### src/core/hpl_pkg.sv
/*
  Constants and types shared by the host port and loopback pin front end.
  Assumes a single 50 MHz clock and a classic Wishbone register slave.
*/
package hpl_pkg;

  // ----------------------------------------------------------------
  // Pin widths and synchroniser bit layout
  // ----------------------------------------------------------------
  localparam int DW     = 8;
  localparam int AW     = 8;
  localparam int EQC_W  = 5;
  localparam int NCH    = 8;
  localparam int LB_W   = 2;
  localparam int SB_MODE = 0;
  localparam int SB_SER  = 1;
  localparam int SB_PT   = 2;
  localparam int SB_WR   = 4;
  localparam int SB_RD   = 5;
  localparam int SB_ALE  = 6;
  localparam int SB_CS   = 7;
  localparam int SB_RDY  = 8;
  localparam int SB_D    = 9;
  localparam int SB_A    = 17;
  localparam int SYNC_W  = 25;
  // The mode pin idles high, so its synchroniser starts in hardware mode.
  localparam logic [SYNC_W-1:0] SYNC_RST = 25'h0000001;

  // ----------------------------------------------------------------
  // Encodings
  // ----------------------------------------------------------------
  localparam logic [1:0] PT_INTEL   = 2'h0;
  localparam logic [1:0] PT_MOTO    = 2'h1;
  localparam logic [1:0] PT_SYNC    = 2'h3;
  localparam logic [1:0] LB_NONE    = 2'h0;
  localparam logic [1:0] LB_ANALOG  = 2'h1;
  localparam logic [1:0] LB_REMOTE  = 2'h2;
  localparam logic [1:0] LB_DIGITAL = 2'h3;

  // ----------------------------------------------------------------
  // Wishbone register map
  // ----------------------------------------------------------------
  localparam int         WB_AW    = 8;
  localparam logic [7:0] OFS_CTRL = 8'h00;
  localparam logic [7:0] OFS_STAT = 8'h04;
  localparam logic [7:0] OFS_LOOP = 8'h08;
  localparam logic [7:0] OFS_BANK = 8'h40;
  localparam int         BANK_N   = 16;
  localparam int         BANK_IW  = 4;
  localparam int         DLY_W    = 4;
  localparam logic [3:0] RDY_DLY_RST = 4'h2;
  localparam int ST_HOST = 0;
  localparam int ST_SER  = 1;
  localparam int ST_PT   = 2;
  localparam int ST_EQC  = 8;
  localparam int ST_ADR  = 16;
  localparam int ST_BUSY = 24;

  typedef enum logic [1:0] {HS_IDLE, HS_WAIT, HS_ACK} hpl_hst_t;

endpackage : hpl_pkg

### src/core/hpl_sync.sv
/*
  Three-stage pin synchroniser with agreement filter, one lane per bit.
  Assumes inputs are asynchronous to clk_i.
*/
`timescale 1ns/1ps
module hpl_sync #(
  parameter int              W   = 1,
  parameter logic [W-1:0]    RST = '0
) (
  input  wire logic         clk_i,
  input  wire logic         reset_i,
  input  wire logic [W-1:0] pin_i,
  output logic      [W-1:0] q_o
);
  genvar i;
  generate
    for (i = 0; i < W; i++) begin : g_bit
      logic s1_r, s2_r, s3_r;
      // The first stage feeds only the second.
      always_ff @(posedge clk_i or posedge reset_i) begin
        if (reset_i) begin
          s1_r   <= RST[i];
          s2_r   <= RST[i];
          s3_r   <= RST[i];
          q_o[i] <= RST[i];
        end else begin
          s1_r <= pin_i[i];
          s2_r <= s1_r;
          s3_r <= s2_r;
          if (s2_r == s3_r) begin
            q_o[i] <= s3_r;
          end
        end
      end
    end
  endgenerate
endmodule : hpl_sync

### src/core/hpl_loop_dec.sv
/*
  Maps data and address pins to per-channel loopback selects and decodes them.
  Purely combinational; the caller registers the results.
*/
`timescale 1ns/1ps
module hpl_loop_dec (
  input  wire logic [hpl_pkg::DW-1:0]            data_i,
  input  wire logic [hpl_pkg::AW-1:0]            addr_i,
  output logic      [hpl_pkg::NCH*hpl_pkg::LB_W-1:0] sel_o,
  output logic      [hpl_pkg::NCH-1:0]           analog_o,
  output logic      [hpl_pkg::NCH-1:0]           remote_o,
  output logic      [hpl_pkg::NCH-1:0]           digital_o
);
  import hpl_pkg::*;
  genvar c;
  generate
    for (c = 0; c < NCH; c++) begin : g_ch
      if (c < 4) begin : g_adr
        assign sel_o[2*c+1:2*c] = addr_i[2*c+1:2*c];
      end else begin : g_dat
        assign sel_o[2*c+1:2*c] = data_i[15-2*c:14-2*c];
      end
      assign analog_o[c]  = (sel_o[2*c+1:2*c] == LB_ANALOG);
      assign remote_o[c]  = (sel_o[2*c+1:2*c] == LB_REMOTE);
      assign digital_o[c] = (sel_o[2*c+1:2*c] == LB_DIGITAL);
    end
  endgenerate
endmodule : hpl_loop_dec

### src/core/hpl_top.sv
/*
  Shared-pin front end: parallel or serial host port, or hardware pin configuration.
  Assumes all pins are asynchronous to clk_i and Wishbone runs on clk_i.
*/
`timescale 1ns/1ps
module hpl_top (
  input  wire logic                             clk_i,
  input  wire logic                             reset_i,
  input  wire logic                             host_or_pin_config_select_i,
  input  wire logic                             serial_parallel_select_i,
  input  wire logic [1:0]                       processor_type_select_i,
  input  wire logic                             write_rw_strobe_i,
  input  wire logic                             read_or_data_strobe_i,
  input  wire logic                             addr_latch_i,
  input  wire logic                             chip_select_n_i,
  input  wire logic                             ready_pin_i,
  output logic                                  ready_pin_o,
  output logic                                  ready_pin_oe_o,
  input  wire logic [hpl_pkg::DW-1:0]           data_pin_i,
  output logic      [hpl_pkg::DW-1:0]           data_pin_o,
  output logic                                  data_pin_oe_o,
  input  wire logic [hpl_pkg::AW-1:0]           addr_pin_i,
  output logic                                  host_mode_o,
  output logic      [hpl_pkg::EQC_W-1:0]        equalizer_control_pins_o,
  output logic      [hpl_pkg::NCH*hpl_pkg::LB_W-1:0] loop_sel_o,
  output logic      [hpl_pkg::NCH-1:0]          loop_analog_o,
  output logic      [hpl_pkg::NCH-1:0]          loop_remote_o,
  output logic      [hpl_pkg::NCH-1:0]          loop_digital_o,
  input  wire logic                             wb_cyc_i,
  input  wire logic                             wb_stb_i,
  input  wire logic                             wb_we_i,
  input  wire logic [hpl_pkg::WB_AW-1:0]        wb_adr_i,
  input  wire logic [3:0]                       wb_sel_i,
  input  wire logic [31:0]                      wb_dat_i,
  output logic      [31:0]                      wb_dat_o,
  output logic                                  wb_ack_o
);
  import hpl_pkg::*;

  // ----------------------------------------------------------------
  // Pin synchronisation
  // ----------------------------------------------------------------
  logic [SYNC_W-1:0] syn;
  hpl_sync #(.W(SYNC_W), .RST(SYNC_RST)) u_sync (
    .clk_i   (clk_i),
    .reset_i (reset_i),
    .pin_i   ({addr_pin_i, data_pin_i, ready_pin_i, chip_select_n_i,
               addr_latch_i, read_or_data_strobe_i, write_rw_strobe_i,
               processor_type_select_i, serial_parallel_select_i,
               host_or_pin_config_select_i}),
    .q_o     (syn)
  );

  logic          host_s, ser_s, wr_s, rd_s, cs_n_s;
  logic [1:0]    pt_s;
  logic [DW-1:0] d_s;
  logic [AW-1:0] a_s;
  logic [EQC_W-1:0] eqc_s;
  assign host_s = ~syn[SB_MODE];
  assign ser_s  = syn[SB_SER];
  assign pt_s   = syn[SB_PT+1:SB_PT];
  assign wr_s   = syn[SB_WR];
  assign rd_s   = syn[SB_RD];
  assign cs_n_s = syn[SB_CS];
  assign d_s    = syn[SB_D+DW-1:SB_D];
  assign a_s    = syn[SB_A+AW-1:SB_A];
  assign eqc_s  = syn[SB_RDY:SB_WR];

  // ----------------------------------------------------------------
  // Host strobe decode
  // ----------------------------------------------------------------
  // The synchronous type is sampled on clk_i like the strobe type; the host
  // bus clock only has to be slow enough for the three-stage filter.
  logic rd_req, wr_req, strb, selected;
  always_comb begin
    selected = host_s & ~cs_n_s;
    strb     = selected & ~rd_s;
    rd_req   = 1'b0;
    wr_req   = 1'b0;
    unique case (pt_s)
      PT_INTEL: begin
        rd_req = strb;
        wr_req = selected & ~wr_s & rd_s;
      end
      PT_MOTO, PT_SYNC: begin
        rd_req = strb & wr_s;
        wr_req = strb & ~wr_s;
      end
      default: begin
        rd_req = 1'b0;
        wr_req = 1'b0;
      end
    endcase
  end

  // ----------------------------------------------------------------
  // Address latch and register bank
  // ----------------------------------------------------------------
  logic [AW-1:0]    a_lat_r;
  logic [DW-1:0]    bank_r [BANK_N];
  logic [DLY_W-1:0] dly_r;
  logic             is_rd_r;
  hpl_hst_t         st_r;
  logic [DLY_W-1:0] cnt_r;
  logic             done, in_bank, wr_go, wb_go, wb_bank;
  logic [BANK_IW-1:0] wb_idx;

  always_ff @(posedge clk_i or posedge reset_i) begin
    if (reset_i) begin
      a_lat_r <= '0;
    end else if (host_s && syn[SB_ALE]) begin
      a_lat_r <= a_s;
    end
  end

  assign in_bank = (a_lat_r[AW-1:BANK_IW] == '0);
  assign done    = (st_r == HS_WAIT) && (cnt_r == dly_r);
  assign wr_go   = done && !is_rd_r && !ser_s && in_bank;
  assign wb_go   = wb_cyc_i && wb_stb_i && !wb_ack_o;
  assign wb_bank = (wb_adr_i[WB_AW-1:BANK_IW+2] == OFS_BANK[WB_AW-1:BANK_IW+2]);
  assign wb_idx  = wb_adr_i[BANK_IW+1:2];

  // The host port wins a same-cycle write to one entry.
  genvar g;
  generate
    for (g = 0; g < BANK_N; g++) begin : g_bank
      always_ff @(posedge clk_i or posedge reset_i) begin
        if (reset_i) begin
          bank_r[g] <= '0;
        end else if (wr_go && a_lat_r[BANK_IW-1:0] == g) begin
          bank_r[g] <= d_s;
        end else if (wb_go && wb_we_i && wb_sel_i[0] && wb_bank && wb_idx == g) begin
          bank_r[g] <= wb_dat_i[DW-1:0];
        end
      end
    end
  endgenerate

  // ----------------------------------------------------------------
  // Host access sequencer
  // ----------------------------------------------------------------
  always_ff @(posedge clk_i or posedge reset_i) begin
    if (reset_i) begin
      st_r    <= HS_IDLE;
      cnt_r   <= '0;
      is_rd_r <= 1'b0;
    end else if (!host_s) begin
      st_r <= HS_IDLE;
    end else begin
      unique case (st_r)
        HS_IDLE: begin
          cnt_r <= '0;
          if (rd_req || wr_req) begin
            st_r    <= HS_WAIT;
            is_rd_r <= rd_req;
          end
        end
        HS_WAIT: begin
          cnt_r <= cnt_r + 1'b1;
          if (done) begin
            st_r <= HS_ACK;
          end
        end
        HS_ACK: begin
          if (!rd_req && !wr_req) begin
            st_r <= HS_IDLE;
          end
        end
      endcase
    end
  end

  // ----------------------------------------------------------------
  // Ready pin and data bus drive
  // ----------------------------------------------------------------
  logic [DW-1:0] sh_r;
  logic          rd_s_d_r;
  always_ff @(posedge clk_i or posedge reset_i) begin
    if (reset_i) begin
      sh_r     <= '0;
      rd_s_d_r <= 1'b1;
    end else begin
      rd_s_d_r <= rd_s;
      if (host_s && syn[SB_ALE]) begin
        sh_r <= in_bank ? bank_r[a_lat_r[BANK_IW-1:0]] : '0;
      end else if (selected && ser_s && rd_s_d_r && !rd_s) begin
        sh_r <= {sh_r[DW-2:0], 1'b0};
      end
    end
  end

  always_ff @(posedge clk_i or posedge reset_i) begin
    if (reset_i) begin
      ready_pin_o    <= 1'b0;
      ready_pin_oe_o <= 1'b0;
      data_pin_o     <= '0;
      data_pin_oe_o  <= 1'b0;
    end else begin
      ready_pin_oe_o <= host_s;
      ready_pin_o    <= ser_s ? sh_r[DW-1] : (host_s && st_r == HS_ACK);
      data_pin_oe_o  <= host_s && !ser_s && selected && st_r == HS_ACK && is_rd_r;
      if (done && is_rd_r) begin
        data_pin_o <= in_bank ? bank_r[a_lat_r[BANK_IW-1:0]] : '0;
      end
    end
  end

  // ----------------------------------------------------------------
  // Hardware mode pin configuration
  // ----------------------------------------------------------------
  logic [NCH*LB_W-1:0] sel_c;
  logic [NCH-1:0]      an_c, rem_c, dig_c;
  hpl_loop_dec u_dec (
    .data_i    (d_s),
    .addr_i    (a_s),
    .sel_o     (sel_c),
    .analog_o  (an_c),
    .remote_o  (rem_c),
    .digital_o (dig_c)
  );

  // In host mode these pins carry bus traffic, so loopback falls back to none.
  always_ff @(posedge clk_i or posedge reset_i) begin
    if (reset_i) begin
      host_mode_o              <= 1'b0;
      equalizer_control_pins_o <= '0;
      loop_sel_o               <= '0;
      loop_analog_o            <= '0;
      loop_remote_o            <= '0;
      loop_digital_o           <= '0;
    end else begin
      host_mode_o <= host_s;
      if (!host_s) begin
        equalizer_control_pins_o <= eqc_s;
      end
      loop_sel_o     <= host_s ? '0 : sel_c;
      loop_analog_o  <= host_s ? '0 : an_c;
      loop_remote_o  <= host_s ? '0 : rem_c;
      loop_digital_o <= host_s ? '0 : dig_c;
    end
  end

  // ----------------------------------------------------------------
  // Wishbone slave
  // ----------------------------------------------------------------
  always_ff @(posedge clk_i or posedge reset_i) begin
    if (reset_i) begin
      dly_r <= RDY_DLY_RST;
    end else if (wb_go && wb_we_i && wb_sel_i[0] && wb_adr_i == OFS_CTRL) begin
      dly_r <= wb_dat_i[DLY_W-1:0];
    end
  end

  always_ff @(posedge clk_i or posedge reset_i) begin
    if (reset_i) begin
      wb_ack_o <= 1'b0;
      wb_dat_o <= '0;
    end else begin
      wb_ack_o <= wb_go;
      if (wb_go) begin
        wb_dat_o <= '0;
        if (wb_adr_i == OFS_CTRL) begin
          wb_dat_o[DLY_W-1:0] <= dly_r;
        end else if (wb_adr_i == OFS_STAT) begin
          wb_dat_o[ST_HOST]            <= host_s;
          wb_dat_o[ST_SER]             <= ser_s;
          wb_dat_o[ST_PT+1:ST_PT]      <= pt_s;
          wb_dat_o[ST_EQC+EQC_W-1:ST_EQC] <= equalizer_control_pins_o;
          wb_dat_o[ST_ADR+AW-1:ST_ADR] <= a_lat_r;
          wb_dat_o[ST_BUSY]            <= (st_r != HS_IDLE);
        end else if (wb_adr_i == OFS_LOOP) begin
          wb_dat_o[NCH*LB_W-1:0] <= loop_sel_o;
        end else if (wb_bank) begin
          wb_dat_o[DW-1:0] <= bank_r[wb_idx];
        end
      end
    end
  end
endmodule : hpl_top

### config.mk
export PLATFORM = sky130hd
export DESIGN_NAME = hpl_top
export DESIGN_NICKNAME = d
export VERILOG_FILES = /design/src/core/hpl_pkg.sv /design/src/core/hpl_sync.sv /design/src/core/hpl_loop_dec.sv /design/src/core/hpl_top.sv
export SDC_FILE = /design/constraint.sdc
export NUM_CORES = 1
export LEC_CHECK = 0
export CAP_MARGIN = 5
export CORE_MARGIN = 2
export CORE_UTILIZATION = 55
export CTS_CLUSTER_SIZE = 40
export DETAILED_ROUTE_END_ITERATION = 12
export DONT_BUFFER_PORTS = 1
export PLACE_DENSITY = 0.67
export SLEW_MARGIN = 20
export SYNTH_ARGS = -nofsm -noshare
export SYNTH_HDL_FRONTEND = slang
export SYNTH_SLANG_ARGS = --single-unit
### constraint.sdc
create_clock -name clk_i -period 11.7 [get_ports clk_i]
set_input_delay 0.585 -clock clk_i [delete_from_list [all_inputs] [get_ports clk_i]]
set_output_delay 0.585 -clock clk_i [all_outputs]
set_load 0.01 [all_outputs]
Word level (Yosys, flattened, before mapping) --
Index checks and enable logic that the tools add are counted.
Word-level totals: register bits after elaboration 338, bits in latches 0, bits in writable memories 0, ROM bits 0, input bits 74, output and inout port bits 90, word-level logic and storage cells 392, memories kept 0
Operators by class: add/sub/neg operators 1, multipliers 0, divide/modulo/power cells 0, magnitude comparators 2, eq/ne operators 90, shift operators 0, muxes and demuxes 64, bitwise logic cells 12, reductions and logical operators 89
Operator list (number):
- 2-to-1 mux 8 bit | 45
- binary-select mux 8 bit (select 4 bit) | 2
- equality test 4 bit (second input constant) | 16
- logical AND 1 bit | 53
- nonzero test 2 bit | 19
- equality test 2 bit (second input constant) | 18
- equality test 4 x 3 -> 1 bit (second input constant) | 8
- equality test 1 bit | 25
- equality test 2 x 1 -> 1 bit (second input constant) | 11
- 2-to-1 mux 21 bit | 1
- equality test 4 x 2 -> 1 bit (second input constant) | 4
- 2-to-1 mux 16 bit | 1
- zero test 4 bit | 3
- 2-to-1 mux 4 bit | 3
- >= comparator 5 bit (second input constant) | 2
- NOT 4 -> 5 bit | 2
- 2-to-1 mux 9 bit | 1
- != test 3 x 2 -> 1 bit (second input constant) | 3
- equality test 4 x 1 -> 1 bit (second input constant) | 2
- equality test 8 x 3 -> 1 bit (second input constant) | 1
- equality test 8 x 4 -> 1 bit (second input constant) | 1
- zero test 8 bit | 1
- 2-to-1 mux 2 bit | 4
- case mux 4 bit (2 select lines) | 1
- 15 further kinds | 31

Longest topological paths before layout --
Gate-level depths: netlist (run 1).
depth after elaboration 10, depth in mapped cells 10, mapped depth without buffers 7

Hierarchy --
From an unflattened synthesis (run 1), not the netlist that was laid out.
Second synthesis, totals: cell total of the unflattened synthesis 1346, area total of the unflattened synthesis 15869.0 sq um
By module, submodules not included:
- hpl_top | times used 1, cells each 1180, area an instance 12756.0 sq um, seq. area each 5958.2 sq um
- hpl_sync | times used 1, cells each 126, area an instance 2792.7 sq um, seq. area each 2507.4 sq um
- hpl_loop_dec | times used 1, cells each 40, area an instance 320.3 sq um, seq. area each 0.0 sq um

Worst setup path after synthesis (run 1) --
OpenSTA, ideal clock, no wires.
path type input to register, start point in wb_adr_i[4] (netlist name), end point reg dly_r[0], library setup time 0.125 ns, data arrival time 2.377 ns, required time 11.575 ns, setup slack 9.198 ns, cell stages on the path 6, path buffers 1, cell sequence clkbuf_1 or4_1 nor3_2 nand2_1 or3_1 mux2_2
On the way: longest elaborated chain between the ends 2
RTL lines:
- start, declared | RTL line hpl_top.sv:32 | input wire logic [hpl_pkg::WB_AW-1:0] wb_adr_i,
- zero test 8 bit | RTL line hpl_top.sv:249 | end else if (wb_go && wb_we_i && wb_sel_i[0] && wb_adr_i == OFS_CTRL) begin
- logical AND 1 bit | RTL line hpl_top.sv:249
- end signal, assigned | RTL line hpl_top.sv:250 | dly_r <= wb_dat_i[DLY_W-1:0];
- end, declared | RTL line hpl_top.sv:101 | logic [DLY_W-1:0] dly_r;
No other way between the ends. A chain may end at the register's enable or synchronous reset.

Worst setup path in the final report (run 1) --
start point reg a_lat_r[0], end point reg bank_r[112] (netlist name)
On the way: longest elaborated chain between the ends 3, elaborated cells on any way between the ends 4, classes of those cells eq/ne (1); mux (1); reduce/logical (2)
RTL lines:
- start, declared | RTL line hpl_top.sv:99 | logic [AW-1:0] a_lat_r;
- start signal, assigned | RTL line hpl_top.sv:112 | a_lat_r <= a_s;
- equality test 4 x 1 -> 1 bit * | RTL line hpl_top.sv:130 | end else if (wr_go && a_lat_r[BANK_IW-1:0] == g) begin
- logical AND 1 bit * | RTL line hpl_top.sv:130
- 2-to-1 mux 8 bit / nonzero test 2 bit (equally long branches)
- end signal, assigned by index | RTL line hpl_top.sv:131 | bank_r[g] <= d_s;
- end signal, assigned by index | RTL line hpl_top.sv:133 | bank_r[g] <= wb_dat_i[DW-1:0];
- end, declared | RTL line hpl_top.sv:100 | logic [DW-1:0] bank_r [BANK_N];
Mark *: on every way between the ends. The rest lies on a longest branch, timed or not.

==> metrics.cfg, run 1 <==
[run_status]
outcome=complete, no violations

[power_and_ir_drop]
pwr_density_cell_mw_per_mm2=179.2
p_leak_nw=7.179
vdd_drop_max_uv=139.2
p_sw_mw=0.8346
p_int_mw=2.175
clkPwrFrac_pct=39.8
sw_frac_of_total_pct=27.73
power_frac_comb_pct=12.5
pwr-share-seq_pct=47.7

[worst_setup_path]
required_ps=12070
slowest_stage=or4b_1
path_max_fanout=44
critical_path.cell_chain=buf_4 -> nand2b_1 -> or2_2 -> or4b_1 -> nor2_1 -> a21oi_1
crit_buf_inv=1
worstSetupEndpointType=flop
crit_family=simple AND/OR/NAND/NOR gates
crit_type=flop to flop
reg2reg_to=bank_r[112]
rrSetupSlack_ps=8480
cp_data_arrival_time_ps=3590
startpoint_type=flop
reg2regPathDepth=6
crit_path_max_incr_delay_ps=810
r2r_start=a_lat_r[0]

[route]
dr.pass1.iters=5
drc=0
wl_per_cell_microns=24.25
routed_wl_microns=39580
via_per_inst=6.156
via_count=10047
ant_nets=0
drtIter0Drc=863

[timing]
skew_ps=16.34
finalCritPeriodShare_pct=27.52
setup_viol=0
layout_setup_ws_ps=8480
worstMarginPinSlew_ps=1133
fmax_mhz=310.6
final-max-slew-violation-count=0
relSlewSlack_pct=24.31
hold_viol=0
rsz0062_at_grt=no
setup_tns_ps=0
layout_min_cycle_time_ps=3220

[placed_design]
hpwl_microns=25940
io_buffers=0
place_area_sq_mm=0.01553
gp_routability_congestion=0.9836
dp_slack_ps=8250
dpl.cell_count=1569

[yosys]
yosysSeqAreaShare_pct=54.60
syn_inst=1289
synth_top_family_by_area=multiplexers
yosysWarnings=0
yosys.area_share.adder_pct=1.937
ys_async_sr_fraction_pct=100.0
synth-simple-area-share_pct=10.39
synth_compound_gate_area_share_pct=8.861
synth_area_leaders=dfrtp_1 (54%), mux2i_1 (10%), mux4_2 (7.6%)
ys_ff_latch=338
synth_top_area_share_pct=53.58
synth_xor_area_share_pct=0.2260
synth_top_cell_by_area=dfrtp_1
synth.distinct_cells=54
netlist_area_sq_mm=0.01550
syn_area_per_cell_sq_um=12.03
synth-main-ff-cell=dfrtp_1
synth_edf_count=0
synth_mux_area_share_pct=19.83

[layout]
design_area_sq_mm=0.01679
mostFrequentLayoutCell=dfrtp_1
stdcell_count=1632
postLayoutCoreUtil_pct=60.43
fillers=2191
layout_common_cells=dfrtp_1 (331), mux2i_1 (162), nand2_1 (121), o21ai_0 (99), nor2_1 (64)
nets=1307
antenna_cells=0
drive_gt1_share_pct=13.08
area_delta_synth_final_pct=8.280

[global_routing]
grt_usage_pct=27.74
grt_pass1_wl_microns=61040
grt_max_degree=115
grt_pass1_vias=9945
grt_overflow=0
antenna_found_initial=1

[clock_network]
cts_buffer_depth=3
cts_resized=0
h-tree-depth=2
cts_tree=yes
cts_setup_buffers=0
cts_sinks=338
numCtsBuffers=36
ctsHoldBuffers=0
clockRootBuffer=clkbuf_16
worstSkewPairLatency_ps=520
cts.reportedPaths.clkPinSlew_ps=60

[floorplanning]
coreArea_sq_mm=0.02778
start_util_pct=55.81
fp.dieH_microns=171.9
rows=61
die_area_sq_mm=0.02955
die_w_microns=171.9
io_pins=164

[job]
max_cap_viol_count=0

[min_path]
hp-class=input pin to async pin

cell families (layout without fill, tap and decap cells):
logic type,count (synthesis),after routing
buf+inv,137,96
fa+ha+maj,29,29
simple gates,307,307
flops,338,338
xor+xnor,4,4
other cells,1,7
mux,239,239
compound gates,234,234
worst max-delay path by stage:
stage | start | end | slack [ps] | depth (start not counted)
2_1_floorplan | reset_i | a_lat_r[0] | 1760 | 1
3_3_place_gp | wb_adr_i[6] | bank_r[33] | 8340 | 5
3_5_place_dp | wb_adr_i[6] | bank_r[33] | 8250 | 5
4_1_cts | a_lat_r[0] | bank_r[114] | 8470 | 6
5_1_grt | a_lat_r[0] | bank_r[112] | 8300 | 6
6_report | a_lat_r[0] | bank_r[112] | 8480 | 6
state kept, by name, summed over array words and instances, names as in the netlist, 4 cells and up:
| register | cells |
|---|---|
| u_sync.g_bit.s1_r | 25 |
| loop_sel_o | 16 |
| bank_r | 128 |
| data_pin_o | 8 |
| u_sync.g_bit.s2_r | 25 |
| wb_dat_o | 25 |
| a_lat_r | 8 |
| u_sync.g_bit.s3_r | 25 |
| u_sync.q_o | 25 |
| dly_r | 4 |
| loop_remote_o | 8 |
| loop_analog_o | 8 |
| loop_digital_o | 8 |
| equalizer_control_pins_o | 5 |
| sh_r | 8 |
| cnt_r | 4 |
final cells by class:
class                           count  area (sq um)  area share [%]
Sequential cell                   338          8467           50.43
Multi-Input combinational cell    820          6426           38.28
Clock buffer                       52          1042           6.208
Tap cell                          378         473.0           2.817
Clock inverter                     11         219.0           1.304
Inverter                           25         101.3          0.6037
Timing Repair Buffer                8         60.06          0.3577
Yosys cell counts, drive strengths merged, types with 5 or more instances:
cell type,number
dfrtp,332
mux2i,162
nand2,121
o21ai,107
nor2,64
buf,58
a21oi,55
clkbuf,54
mux4,52
a22oi,31
inv,25
maj3,25
mux2,25
nor2b,24
and2,18
nand3,18
and3,15
a22o,13
nor4,10
a31oi,7
dfstp,6
nor3,6
o22ai,6
a222oi,5
nand2b,5
or4b,5
power groups by stage:
stage / clock network (mW) / logic [mW] / registers (mW)
floorplan: 0 / 0.336 / 1.37
global placement: 0 / 0.367 / 1.45
detailed placement: 0 / 0.375 / 1.45
CTS: 1.22 / 0.378 / 1.43
global route: 1.27 / 0.414 / 1.45
finish: 1.20 / 0.377 / 1.43
per-stage QoR:
step	hold WS [ps]	power, mW
6_report	47.58	3.009
5_1_grt	33.49	3.133
4_1_cts	41.02	3.032
3_5_place_dp	334.7	1.830
3_3_place_gp	332.0	1.816
2_1_floorplan	331.2	1.709
worst reg2reg max path: stages (launching register included):
cell	delay, ps
dfrtp_2	650
buf_4	720
nand2b_1	220
or2_2	410
or4b_1	810
nor2_1	210
a21oi_1	60
routing by layer:
| layer | share of wire (%) | vias to the layer above | GRT usage [%] |
|---|---|---|---|
| met5 | 0.033 | - | 0 |
| met4 | 3.4 | 2 | 9.792 |
| met3 | 6.7 | 89 | 5.104 |
| met2 | 47 | 371 | 43.95 |
| met1 | 43 | 5115 | 38.84 |
| li1 | - | 4470 | - |
No activity file was read; power rests on OpenSTA's default activity.
==> run 2: changes to the inputs <==
clock period = 3.1 ns   (was 11.7 ns; I/O delays follow)
==> run 2 against run 1 <==
Clock skew about the same. Maximum frequency increased by 22%. Utilization increased by 2.0 points. Non-clock buffer count increased by 62. Die area unchanged. Via count increased by 2.7%.
==> metrics.cfg, run 2 (synthesized netlist as in run 1, its figures left out) <==
[timing]
finalCritPeriodShare_pct=85.09  ; +58 points
layout_setup_ws_ps=462.2  ; -8018 ps
setup_tns_ps=0  ; unchanged
layout_min_cycle_time_ps=2638  ; -581.9 ps
fmax_mhz=379.1  ; +22%
setup_viol=0  ; unchanged
worstMarginPinSlew_ps=1077  ; -55.52 ps
final-max-slew-violation-count=0  ; unchanged
skew_ps=16.15  ; -0.1918 ps
relSlewSlack_pct=28.17  ; +3.9 points
hold_viol=0  ; unchanged
rsz0062_at_grt=no

[layout]
area_delta_synth_final_pct=11.91
stdcell_count=1696  ; +3.9%
postLayoutCoreUtil_pct=62.46  ; +2.0 points
regMostFlops=bank_r
drive_gt1_share_pct=14.73  ; +1.7 points
nets=1370  ; +4.8%
layout_common_cells=dfrtp_1 (331), mux2i_1 (162), nand2_1 (121), o21ai_0 (99), nor2_1 (64)
mostFrequentLayoutCell=dfrtp_1
largest_register_ffs=128  ; unchanged
design_area_sq_mm=0.01735  ; +3.4%

[route]
routed_wl_microns=40590  ; +2.5%
via_count=10320  ; +2.7%
ant_nets=0  ; unchanged
dr.pass1.iters=8  ; +3
via_per_inst=6.085  ; -1.2%
drc=0  ; unchanged
drtIter0Drc=1050  ; +22%
wl_per_cell_microns=23.93  ; -1.3%

[floorplanning]
coreArea_sq_mm=0.02778  ; unchanged
die_area_sq_mm=0.02955  ; unchanged
start_util_pct=55.81  ; unchanged
io_pins=164  ; unchanged
die_w_microns=171.9  ; unchanged
rows=61  ; unchanged
fp.dieH_microns=171.9  ; unchanged

[global_routing]
grt_usage_pct=28.47  ; +0.73 points
grt_pass1_vias=10286  ; +3.4%
busiest_layer=met2
use_met2_pct=44.19  ; +0.24 points
grtUsageMet3_pct=5.722  ; +0.62 points
antenna_found_initial=2  ; +1
use_met1_pct=39.60  ; +0.77 points
grt_pass1_wl_microns=62540  ; +2.5%
grt_overflow=0  ; unchanged
grt_max_degree=105  ; -8.7%

[placed_design]
dp_slack_ps=515.4  ; -7734 ps
place_area_sq_mm=0.01579  ; +1.7%
io_buffers=0  ; unchanged
dpl.cell_count=1596  ; +1.7%
hpwl_microns=26540  ; +2.3%
gp_routability_congestion=0.9159  ; -6.9%

[clock_network]
cts.reportedPaths.clkPinSlew_ps=60  ; about the same
cts_resized=0  ; unchanged
clockRootBuffer=clkbuf_16
cts_tree=yes
h-tree-depth=2  ; unchanged
cts_sinks=338  ; unchanged
numCtsBuffers=37  ; +2.8%
cts_buffer_depth=3  ; unchanged
worstSkewPairLatency_ps=520  ; about the same

[min_path]
hold-path-endpoint=wb_dat_o[6]
hp-class=input pin to flop
worstHoldPathCells=3
min_from=wb_adr_i[5]

[run_status]
outcome=complete, no violations

[worst_setup_path]
startpoint_type=flop
worstSetupEndpointType=flop
rrSetupSlack_ps=460  ; -8020 ps
required_ps=3490  ; -8580 ps
path_max_fanout=9  ; -80%
crit_type=flop to flop
r2r_start=wb_ack_o
reg2reg_to=bank_r[96]
reg2regPathDepth=6  ; unchanged
cp_data_arrival_time_ps=3030  ; -560 ps

[power_and_ir_drop]
p_leak_nw=7.461  ; +3.9%
pwr_density_cell_mw_per_mm2=651.2  ; +260%
p_int_mw=8.133  ; +270%
power_frac_comb_pct=14.1  ; +1.6 points
vdd_drop_max_uv=510.7  ; +270%
sw_frac_of_total_pct=28.02  ; +0.29 points
clkPwrFrac_pct=38.2  ; -1.6 points
pwr-share-seq_pct=47.7  ; about the same
p_sw_mw=3.166  ; +280%

[job]
max_cap_viol_count=0  ; unchanged

==> run 2: worst max path at each step <==
stage	startpoint	to	slack, ps	depth (start not counted)
floorplan	reset_i	a_lat_r[0]	-1570	1
global placement	wb_ack_o	bank_r[33]	500	6
detailed placement	a_lat_r[4]	bank_r[123]	520	6
CTS	a_lat_r[4]	bank_r[85]	470	7
global route	wb_adr_i[7]	bank_r[32]	270	7
finish	wb_ack_o	bank_r[96]	460	6
==> run 2: worst max-delay path: stages (launching register included) <==
cell and delay [ps]:
dfrtp_1 420, nand3b_1 270, nor3b_2 530, buf_4 270
nand4_1 580, mux2i_1 340, a21oi_1 90
==> run 2: power by group through the flow <==
stage	sequential [mW]	clock (mW)	combinational, mW
global route	5.45	4.58	1.72
finish	5.39	4.32	1.59
global placement	5.44	0	1.47
detailed placement	5.46	0	1.51
floorplan	5.18	0	1.27
CTS	5.39	4.39	1.59
==> run 2: metal layers <==
| layer | vias to the layer above | routed length [microns] |
|---|---|---|
| li1 | 4600 | - |
| met1 | 5219 | 17080 |
| met2 | 400 | 18870 |
| met3 | 99 | 3036 |
| met4 | 2 | 1586 |
| met5 | - | 16 |
==> run 2: final cells by class <==
cell class	instances	area, sq um
antenna	1	2.502
clock buffer	58	1145
clock inverter	6	65.06
fill	2192	10430
inverter	25	97.59
multi-input combinational	820	6426
sequential	338	8467
tap	378	473.0
timing repair buffer	70	675.6
==> run 2: timing repair <==
action,in CTS,in global routing
setup buffers,0,0
hold endpoints to repair,184,0
hold buffers,35,0
setup endpoints to repair,0,0
==> run 2: through the flow <==
| step | power, mW | hold slack (ps) |
|---|---|---|
| 2_1_floorplan | 6.453 | 159.5 |
| 3_3_place_gp | 6.916 | 149.7 |
| 3_5_place_dp | 6.971 | 159.6 |
| 4_1_cts | 11.37 | 28.21 |
| 5_1_grt | 11.76 | 60.94 |
| 6_report | 11.30 | 47.79 |
